==> src/lecr_pkg.sv <==
// line enhancement configuration register bank: shared constants and types
// assumes an 8-bit register port and a single 125 MHz core clock
package lecr_pkg;

    // ****************************************
    // clock and timing
    // ****************************************
    localparam int unsigned CLK_HZ = 125000000;
    localparam int unsigned TONE_FAST_HZ = 24000;
    localparam int unsigned TONE_SLOW_HZ = 8000;
    localparam int unsigned TONE_FAST_CYC = CLK_HZ / TONE_FAST_HZ;
    localparam int unsigned TONE_SLOW_CYC = CLK_HZ / TONE_SLOW_HZ;
    localparam int unsigned BATTERY_SWITCH_DEBOUNCE_EN_MS = 60;
    localparam int unsigned BATTERY_SWITCH_DEBOUNCE_EN_CYC = BATTERY_SWITCH_DEBOUNCE_EN_MS * (CLK_HZ / 1000);
    localparam int unsigned BOOST_HOLD_CYC = 125000;
    localparam int unsigned TONE_CNT_W = 14;
    localparam int unsigned DEB_CNT_W = 23;
    localparam int unsigned BOOST_CNT_W = 24;

    // ****************************************
    // register map
    // ****************************************
    localparam logic [7:0] ADDR_CM_CAL = 8'h6A;
    localparam logic [7:0] ADDR_DCPK_CAL = 8'h6B;
    localparam logic [7:0] ADDR_ENH = 8'h6C;
    localparam logic [5:0] CM_CAL_RST = 6'h00;
    localparam logic [3:0] DCPK_CAL_RST = 4'h8;
    localparam logic [7:0] ENH_RST = 8'h00;
    localparam int unsigned CM_CAL_W = 6;
    localparam int unsigned DCPK_CAL_W = 4;
    localparam int unsigned LIMIT_W = 6;
    localparam logic [5:0] BOOST_LIMIT_MA = 6'h29;

    // enhancement register layout, bit 7 first
    typedef struct packed {
        logic current_limit_boost_en;
        logic caller_id_tone_enh_en;
        logic converter_speedup_en;
        logic ext_impedance_ref_en;
        logic battery_switch_debounce_en;
        logic voltage_loop_closure_en;
        logic converter_squelch_en;
        logic loop_closure_hyst_en;
    } lecr_enh_t;

    // whole state of the bank
    typedef struct packed {
        logic [1:0] rst_sync;
        logic [5:0] cm_bal;
        logic [3:0] dc_peak;
        lecr_enh_t enh;
        logic [7:0] rdata;
        logic [TONE_CNT_W-1:0] tone_cnt;
        logic tone_tick;
        logic dedicated_sel;
        logic [BOOST_CNT_W-1:0] boost_cnt;
        logic boosted;
        logic [5:0] limit;
        logic [DEB_CNT_W-1:0] deb_cnt;
        logic batt_state;
        logic loop_closed;
    } lecr_state_t;

endpackage

==> src/lecr_top.sv <==
// line enhancement configuration register bank with its line-control effects
// assumes inputs synchronous to core_clk; analog blocks consume the outputs
`timescale 1ns/1ps
module lecr_top
    import lecr_pkg::*;
#(
    parameter int unsigned MEAS_W = 16,
    parameter int unsigned TONE_FAST_PERIOD = TONE_FAST_CYC,
    parameter int unsigned TONE_SLOW_PERIOD = TONE_SLOW_CYC,
    parameter int unsigned DEBOUNCE_PERIOD = BATTERY_SWITCH_DEBOUNCE_EN_CYC,
    parameter int unsigned BOOST_PERIOD = BOOST_HOLD_CYC
)
(
    // clock and reset
    input wire logic core_clk,
    input wire logic rst_b,
    // register port
    input wire logic [7:0] reg_addr,
    input wire logic [7:0] reg_wdata,
    input wire logic reg_wr,
    input wire logic reg_rd,
    output logic [7:0] reg_rdata,
    // calibration engine results
    input wire logic cm_cal_load,
    input wire logic [CM_CAL_W-1:0] cm_cal_value,
    input wire logic dcpk_cal_load,
    input wire logic [DCPK_CAL_W-1:0] dcpk_cal_value,
    // line state from the rest of the device
    input wire logic release_control_bit,
    input wire logic [LIMIT_W-1:0] programmed_current_limit,
    input wire logic ring_burst_end,
    input wire logic external_battery_select,
    input wire logic batt_switch_req,
    input wire logic [MEAS_W-1:0] tr_voltage,
    input wire logic [MEAS_W-1:0] loop_current,
    input wire logic [MEAS_W-1:0] closure_upper,
    input wire logic [MEAS_W-1:0] closure_lower,
    // controls to the analog and dsp blocks
    output lecr_enh_t enh,
    output logic [LIMIT_W-1:0] current_limit_ma,
    output logic current_limit_boosted,
    output logic tone_tick,
    output logic osc_timer_tick,
    output logic osc_params_dedicated,
    output logic batt_switch_state,
    output logic loop_closed
);

    // ****************************************
    // state
    // ****************************************
    localparam lecr_state_t STATE_RST = '{
        rst_sync: 2'h0,
        cm_bal: CM_CAL_RST,
        dc_peak: DCPK_CAL_RST,
        enh: lecr_enh_t'(ENH_RST),
        rdata: 8'h00,
        tone_cnt: '0,
        tone_tick: 1'b0,
        dedicated_sel: 1'b0,
        boost_cnt: '0,
        boosted: 1'b0,
        limit: 6'h00,
        deb_cnt: '0,
        batt_state: 1'b0,
        loop_closed: 1'b0
    };

    lecr_state_t s_q;
    lecr_state_t s_d;
    logic [MEAS_W-1:0] meas;
    logic tone_wrap;

    // ****************************************
    // next state
    // ****************************************
    always_comb
    begin
        s_d = s_q;
        meas = '0;
        tone_wrap = 1'b0;
        s_d.rst_sync = {s_q.rst_sync[0], 1'b1};

        // read data stand one cycle after the strobe, zero otherwise
        s_d.rdata = 8'h00;
        if (reg_rd)
        begin
            case (reg_addr)
                ADDR_CM_CAL: s_d.rdata = {2'h0, s_q.cm_bal};
                ADDR_DCPK_CAL: s_d.rdata = {4'h0, s_q.dc_peak};
                ADDR_ENH: s_d.rdata = s_q.enh;
                default: s_d.rdata = 8'h00;
            endcase
        end

        // software writes; unmapped addresses are ignored
        if (reg_wr)
        begin
            case (reg_addr)
                ADDR_CM_CAL: s_d.cm_bal = reg_wdata[5:0];
                ADDR_DCPK_CAL: s_d.dc_peak = reg_wdata[3:0];
                ADDR_ENH: s_d.enh = lecr_enh_t'(reg_wdata);
                default: s_d.enh = s_q.enh;
            endcase
        end

        // a calibration result landing with a write wins over it
        if (cm_cal_load)
        begin
            s_d.cm_bal = cm_cal_value;
        end
        if (dcpk_cal_load)
        begin
            s_d.dc_peak = dcpk_cal_value;
        end

        // ****************************************
        // tone generator clock
        // ****************************************
        s_d.dedicated_sel = s_q.enh.caller_id_tone_enh_en & release_control_bit;
        if (s_q.dedicated_sel)
        begin
            tone_wrap = s_q.tone_cnt >= TONE_CNT_W'(TONE_FAST_PERIOD - 1);
        end
        else
        begin
            tone_wrap = s_q.tone_cnt >= TONE_CNT_W'(TONE_SLOW_PERIOD - 1);
        end
        // >= lets a mode change that shortens the period end at once
        if (tone_wrap)
        begin
            s_d.tone_cnt = '0;
        end
        else
        begin
            s_d.tone_cnt = s_q.tone_cnt + 1'b1;
        end
        s_d.tone_tick = tone_wrap;

        // ****************************************
        // current limit boost
        // ****************************************
        if (!s_q.enh.current_limit_boost_en)
        begin
            s_d.boosted = 1'b0;
            s_d.boost_cnt = '0;
        end
        else if (ring_burst_end)
        begin
            s_d.boosted = 1'b1;
            s_d.boost_cnt = BOOST_CNT_W'(BOOST_PERIOD - 1);
        end
        else if (s_q.boosted)
        begin
            if (s_q.boost_cnt == '0)
            begin
                s_d.boosted = 1'b0;
            end
            else
            begin
                s_d.boost_cnt = s_q.boost_cnt - 1'b1;
            end
        end
        if (s_d.boosted)
        begin
            s_d.limit = BOOST_LIMIT_MA;
        end
        else
        begin
            s_d.limit = programmed_current_limit;
        end

        // ****************************************
        // battery switch debounce
        // ****************************************
        if (s_q.enh.battery_switch_debounce_en && external_battery_select)
        begin
            // a request that bounces back restarts the wait
            if (batt_switch_req == s_q.batt_state)
            begin
                s_d.deb_cnt = '0;
            end
            else if (s_q.deb_cnt == DEB_CNT_W'(DEBOUNCE_PERIOD - 1))
            begin
                s_d.batt_state = batt_switch_req;
                s_d.deb_cnt = '0;
            end
            else
            begin
                s_d.deb_cnt = s_q.deb_cnt + 1'b1;
            end
        end
        else
        begin
            s_d.batt_state = batt_switch_req;
            s_d.deb_cnt = '0;
        end

        // ****************************************
        // loop closure
        // ****************************************
        if (s_q.enh.voltage_loop_closure_en)
        begin
            meas = tr_voltage;
        end
        else
        begin
            meas = loop_current;
        end
        if (s_q.enh.loop_closure_hyst_en && s_q.loop_closed)
        begin
            s_d.loop_closed = meas >= closure_lower;
        end
        else
        begin
            s_d.loop_closed = meas > closure_upper;
        end

        // synchronised reset holds everything but the synchroniser
        if (!s_q.rst_sync[1])
        begin
            s_d = STATE_RST;
            s_d.rst_sync = {s_q.rst_sync[0], 1'b1};
        end
    end

    // ****************************************
    // registers
    // ****************************************
    always_ff @(posedge core_clk or negedge rst_b)
    begin
        if (!rst_b)
        begin
            s_q <= STATE_RST;
        end
        else
        begin
            s_q <= s_d;
        end
    end

    // ****************************************
    // outputs, all straight from flops
    // ****************************************
    assign reg_rdata = s_q.rdata;
    assign enh = s_q.enh;
    assign current_limit_ma = s_q.limit;
    assign current_limit_boosted = s_q.boosted;
    assign tone_tick = s_q.tone_tick;
    // timers share the tone tick, so they step 41.67 us in fast mode
    assign osc_timer_tick = s_q.tone_tick;
    assign osc_params_dedicated = s_q.dedicated_sel;
    assign batt_switch_state = s_q.batt_state;
    assign loop_closed = s_q.loop_closed;

endmodule

==> config.mk <==
export PLATFORM = sky130hd
export DESIGN_NAME = lecr_top
export DESIGN_NICKNAME = d
export VERILOG_FILES = /design/src/lecr_pkg.sv /design/src/lecr_top.sv
export SDC_FILE = /design/constraint.sdc
export NUM_CORES = 1
export LEC_CHECK = 0
export ABC_AREA = 1
export BUFFER_PORTS_ARGS = -buffer_cell sky130_fd_sc_hd__buf_2
export CAP_MARGIN = 40
export CORE_ASPECT_RATIO = 0.7
export CORE_MARGIN = 2
export CORE_UTILIZATION = 45
export CTS_BUF_LIST = sky130_fd_sc_hd__clkbuf_2
export DETAILED_ROUTE_END_ITERATION = 12
export PLACE_DENSITY = 0.67
export SLEW_MARGIN = 40
export SYNTH_ARGS = -nofsm -noshare
export SYNTH_HDL_FRONTEND = slang
export SYNTH_SLANG_ARGS = --single-unit
==> constraint.sdc <==
create_clock -name core_clk -period 2.8 [get_ports core_clk]
set_input_delay 0.14 -clock core_clk [delete_from_list [all_inputs] [get_ports core_clk]]
set_output_delay 0.14 -clock core_clk [all_outputs]
set_load 0.02 [all_outputs]
==> impl_metrics.ini, run 1 <==
[logic_synthesis]
synth_flop_cell = dfrtp_1
synth-edff-count = 0
synth.avg_cell_area_um2 = 7.21
synth_top_cell_by_area = dfrtp_1
synth_commonest_cells = 238 x nand2_1, 132 x inv_1, 127 x nor2_1, 99 x dfrtp_1, 46 x nand3_1
netlist_top_cells_area = dfrtp_1 37%, nand2_1 13%, inv_1 7.4%
synth_cell_types = 47
ys_warn_count = 0
synth_seq_cells = 100
synth_nets = 1072
synth_top_area_share_pct = 37.0
seq_area_frac_synth_pct = 37.4
synthArstFlopShare_pct = 100
syn_area_um2 = 6700
yosysMostFrequentCell = nand2_1
synth_cells = 929

[global_route]
grt_pass1_vias = 5706
grt_max_degree = 54
antenna_found_initial = 0
grt_pass1_wl_mm = 27.3
grt_usage_pct = 21.3
overflow = 0

[timing]
finalMaxSlewViolations = 0
fin_setup_tns_ns = 0
min_period_ns = 2.52
post-route-period-util_pct = 90.0
finalSetupViolCount = 0
rsz0062_at_grt = false
clock_skew_ns = 0.0300
hold_violations = 0
tightest_slew_ns = 0.636
relSlewSlack_pct = 57.6
fmax_ghz = 0.397

[flow_run]
cap_violations = 0

[critical_path]
cp-start-kind = flop
critPathBufInv = 3
crit_path_end_kind = flop
critPathArrivalTime_ns = 3.10
cp.required_ns = 3.38
crit_fanout = 3
cpLargestDelayFamily = buffers and inverters
path_cells = ha_1 -> nand2_1 -> inv_1 -> nand2_1 -> nor4_1 -> nand3_1 -> nand2_1 -> nand3b_1 -> dlygate4sd3_1 -> nand2_1 -> dlygate4sd3_1
critical_path_class = flop to flop
cp_common_cell = nand2_1
slowest_stage = dlygate4sd3_1
max_stage_delay_ns = 0.58

[drt]
vias_per_cell = 4.87
wl_mm = 16.5
postRouteAntennaNets = 0
dr.pass1.iters = 5
first_iter_violations = 355
drc = 0
wl_per_cell_um = 12.8
dr_total_vias = 6273

[placed_design]
gp_congestion = 0.869
io_buffers = 133
dpl.hpwl_mm = 12.6
placed_cells = 1224

[floorplan]
fp.dieH_um = 106
initial_core_util_pct = 45.8
rows = 37
ios = 134
die_w_um = 150
design.die.area_um2 = 15900
core-area_um2 = 14600

[power_and_ir_drop]
p_leak_nw = 4.18
power_mw = 2.51
power.density_nw_per_um2 = 316
ir_worst_vdd_mv = 0.180

[clocking]
numCtsBuffers = 9
cts_tree = yes
ctsResizeCount = 0
cts_setup_buffers = 0
clk_latency_ns = 0.61
cts-root-buf = clkbuf_2
cts_buffer_depth = 2
path_clk_slew_ns = 0.29
htree_levels = 3
cts_num_sinks = 100

[finish]
final_layout_size_suffix_gt1_share_pct = 17.5
layout.nets = 1229
stdcell_count = 1287
syn_to_final_growth_pct = 18.4

[status]
outcome = finished, final reports clean

[min_path]
hold_path_class = primary input to flop
## per-stage QoR
stage               hold slack, ns  cell area, um2  util [%]  worst slack, ns
floorplan                   -0.156            6700         -            0.770
global placement             0.202            7370      50.4            0.888
detailed placement           0.203            7370      50.4            0.796
CTS                         0.0144            7930      54.2            0.321
global route                0.0515            7930      54.2           0.0724
finish                      0.0470            7930      54.2            0.279
## final timing paths
path	start	endpoint	slack, ns	depth (start not counted)
max	s_q[2]	batt_switch_state	0.28	11
min	cm_cal_load	s_q[93]	0.05	3
max reg2reg	s_q[2]	batt_switch_state	0.28	11
min reg2reg	s_q[98]	s_q[99]	0.38	0
max in group asynchronous	rst_b	s_q[63]	2.05	3
min in group asynchronous	rst_b	reg_rdata[1]	0.06	2
## where the power goes
part / internal (mW) / switching, mW
Combinational: 0.180 / 0.205
Clock: 0.123 / 0.509
Sequential: 1.47 / 0.0156
## worst reg2reg max path, delay by kind of cell, from the launching register on
family / cells / cell delay (ns)
adders and majority gates: 1 / 0.18
buffers and inverters: 3 / 1.19
DFF: 1 / 0.45
and+or+nand+nor: 7 / 0.70
## registers in the layout (all words and copies together), names as in the netlist
register / count
batt_switch_state: 1
current_limit_boosted: 1
current_limit_ma: 6
enh: 8
loop_closed: 1
osc_params_dedicated: 1
osc_timer_tick: 1
reg_rdata: 8
s_q: 73
## per-layer routing
layer | global-route usage, % | part of all wire, % | vias up
met3 | 3.35 | 5.8 | 20
met2 | 29.6 | 40 | 189
met4 | 4.51 | 1.4 | 0
li1 | - | - | 3256
met5 | 0 | 0 | -
met1 | 34.2 | 53 | 2808
## cell usage in the layout, fill, tap and decap left out, types with 9 or more instances in the layout
master,n
nand2_1,238
inv_1,132
buf_2,132
nor2_1,127
dfrtp_1,99
nand3_1,46
dlygate4sd3_1,46
a21oi_1,41
nor3_1,37
ha_1,37
o21ai_0,31
nand4_1,14
clkbuf_2,9
## kinds of logic (layout without fill, tap and decap cells)
group / Yosys count / count (layout) / synth area share [%]
xor+xnor: 11 / 11 / 1.44
fa+ha+maj: 37 / 37 / 6.91
simple gates: 499 / 499 / 32.7
flops: 100 / 100 / 37.4
other cells: 1 / 2 / 0.0560
buf+inv: 173 / 335 / 11.9
compound gates: 107 / 107 / 9.49
mux: 1 / 1 / 0.149
## repair_timing
| item | in CTS | in global routing |
|---|---|---|
| endpoints found under the hold margin | 124 | 0 |
| setup endpoints to repair | 0 | 0 |
| hold buffers | 46 | 0 |
## area by class of cell
| cell class | instances | area [um2] |
|---|---|---|
| fillers | 1417 | 6700 |
| multi-input cells | 656 | 3400 |
| flip-flops and latches | 100 | 2500 |
| repair buffers | 183 | 1170 |
| inverters | 136 | 515 |
| well taps | 195 | 244 |
| clock inverters | 7 | 48.8 |
| clock buffers | 9 | 45.0 |
| diodes | 1 | 2.50 |
(Power assumes the default switching activity.)
==> run 2: changes to the inputs <==
- ABC_CLOCK_PERIOD_IN_PS: default -> 2800
- PLACE_DENSITY: 0.67 -> 0.72
==> run 2 against run 1 <==
  * Clock skew up 0.010 ns
  * Register-to-register slack worse by 0.20 ns
  * Flip-flop and latch count unchanged
  * Sequential share of layout area down 0.19 points
  * Fmax down 7.3%
  * Non-clock buffer count up 5
  * Via count up 3.2%
  * First-iteration DRC count up 19%
  * Cell count up 0.31%
  * Utilization up 0.36 points
  * Highest routed layer unchanged
==> impl_metrics.ini, run 2 (same netlist as run 1, synthesis figures left out) <==
[min_path]
hold_path_class = primary input to asynchronous set/reset pin

[global_route]
grt_pass1_wl_mm = 28.9
antenna_found_initial = 0
overflow = 0
grt_pass1_vias = 6212
grt_usage_pct = 22.5
grt_max_degree = 52

[clocking]
htree_levels = 3
cts_setup_buffers = 0
path_clk_slew_ns = 0.28
cts_buffer_depth = 2
cts_num_sinks = 100
cts-root-buf = clkbuf_2
numCtsBuffers = 9
cts_tree = yes
clk_latency_ns = 0.62

[placed_design]
dpl.hpwl_mm = 12.8
place_ws_ns = 0.791
gp_congestion = 0.912
dpl_cell_area_um2 = 7370
io_buffers = 133
placed_cells = 1226

[timing]
tightest_slew_ns = 0.635
relSlewSlack_pct = 57.7
finalMaxSlewViolations = 0
min_period_ns = 2.72
hold_violations = 0
fin_ws_ns = 0.0820
clock_skew_ns = 0.0401
holdWs_ns = 0.0224
rsz0062_at_grt = false
fmax_ghz = 0.368
fin_setup_tns_ns = 0
finalSetupViolCount = 0
post-route-period-util_pct = 97.1

[floorplan]
rows = 37
fp.dieH_um = 106
ios = 134
initial_core_util_pct = 45.8
die_w_um = 150
design.die.area_um2 = 15900
core-area_um2 = 14600

[drt]
first_iter_violations = 422
dr_total_vias = 6475
wl_mm = 17.1
drc = 0
vias_per_cell = 5.02
wl_per_cell_um = 13.3
postRouteAntennaNets = 0
dr.pass1.iters = 5

[finish]
largest_register = s_q
final_cell_area_um2 = 7980
stdcell_count = 1291
syn_to_final_growth_pct = 19.1
layout.nets = 1234
layout.cells.most_common_list = 238 x nand2_1, 132 x inv_1, 132 x buf_2
utilization_pct = 54.6
final_layout_size_suffix_gt1_share_pct = 17.6
num_antenna_cells = 0
fillerInstances = 1393
largest_register_ffs = 73
mostFrequentLayoutCell = nand2_1

[critical_path]
r2r_start = s_q[99]
critPathArrivalTime_ns = 3.26
crit_fanout = 12
cp.required_ns = 3.35
reg2reg_depth = 7
critical_path_class = flop to flop
r2r_end = s_q[88]
crit_path_end_kind = flop
reg2reg_slack_ns = 0.08
cp-start-kind = flop

[power_and_ir_drop]
ir_worst_vdd_mv = 0.197
power.density_nw_per_um2 = 327
p_leak_nw = 4.21
power_mw = 2.61

[flow_run]
cap_violations = 0

[status]
outcome = finished, final reports clean
-- run 2: cell count changes in the layout (fill, tap and decap cells not counted), sizes merged --
| cell | before | now |
|---|---|---|
| dlygate4sd3 | 46 | 49 |
| buf | 137 | 139 |
| clkbuf | 9 | 11 |
| bufinv | 0 | 1 |
| clkinv | 7 | 6 |
| clkinvlp | 1 | 0 |
| diode | 1 | 0 |
| inv | 135 | 134 |
-- run 2: repair_timing --
item	4_1_cts	5_1_grt
endpoints found under the setup margin	0	2
hold buffers	49	0
gates resized for setup	0	1
endpoints found under the hold margin	111	0
-- run 2: critical path, cell delays in order (launching register included) --
cell and delay [ns]:
dfrtp_2 0.59, clkinv_1 0.32, nor2_1 0.21, o21ai_2 0.15
o2111ai_1 0.12, dlygate4sd3_1 0.61, o21ai_0 0.10, dlygate4sd3_1 0.57
-- run 2: worst max path at each step --
stage	start	endpoint	slack (ns)	cells after the start
6_report	s_q[99]	s_q[88]	0.08	7
5_1_grt	s_q[99]	s_q[88]	0.001	7
4_1_cts	s_q[99]	s_q[88]	0.04	7
3_5_place_dp	s_q[32]	s_q[48]	0.79	11
3_3_place_gp	s_q[32]	s_q[48]	0.84	11
2_1_floorplan	enh[2]	loop_closed	0.77	15
-- run 2: area by class of cell --
class	count	area, um2	share of cell area (%)
Multi-Input combinational cell	656	3400	42.6
Sequential cell	100	2500	31.4
Timing Repair Buffer	188	1200	15.1
Inverter	136	515	6.46
Tap cell	195	244	3.06
Clock inverter	5	60.1	0.753
Clock buffer	11	55.1	0.690
-- run 2: power by group --
group | internal [mW] | total, mW | switching (mW)
registers | 1.47 | 1.49 | 0.0163
logic | 0.183 | 0.396 | 0.213
clock network | 0.219 | 0.726 | 0.506
-- run 2: layer usage --
metal | global-route usage [%] | vias to the layer above | routed length, um
met4 | 7.48 | 0 | 417
li1 | - | 3277 | -
met1 | 32.1 | 2900 | 8500
met5 | 0 | - | 0
met3 | 4.85 | 47 | 1100
met2 | 34.0 | 251 | 7120
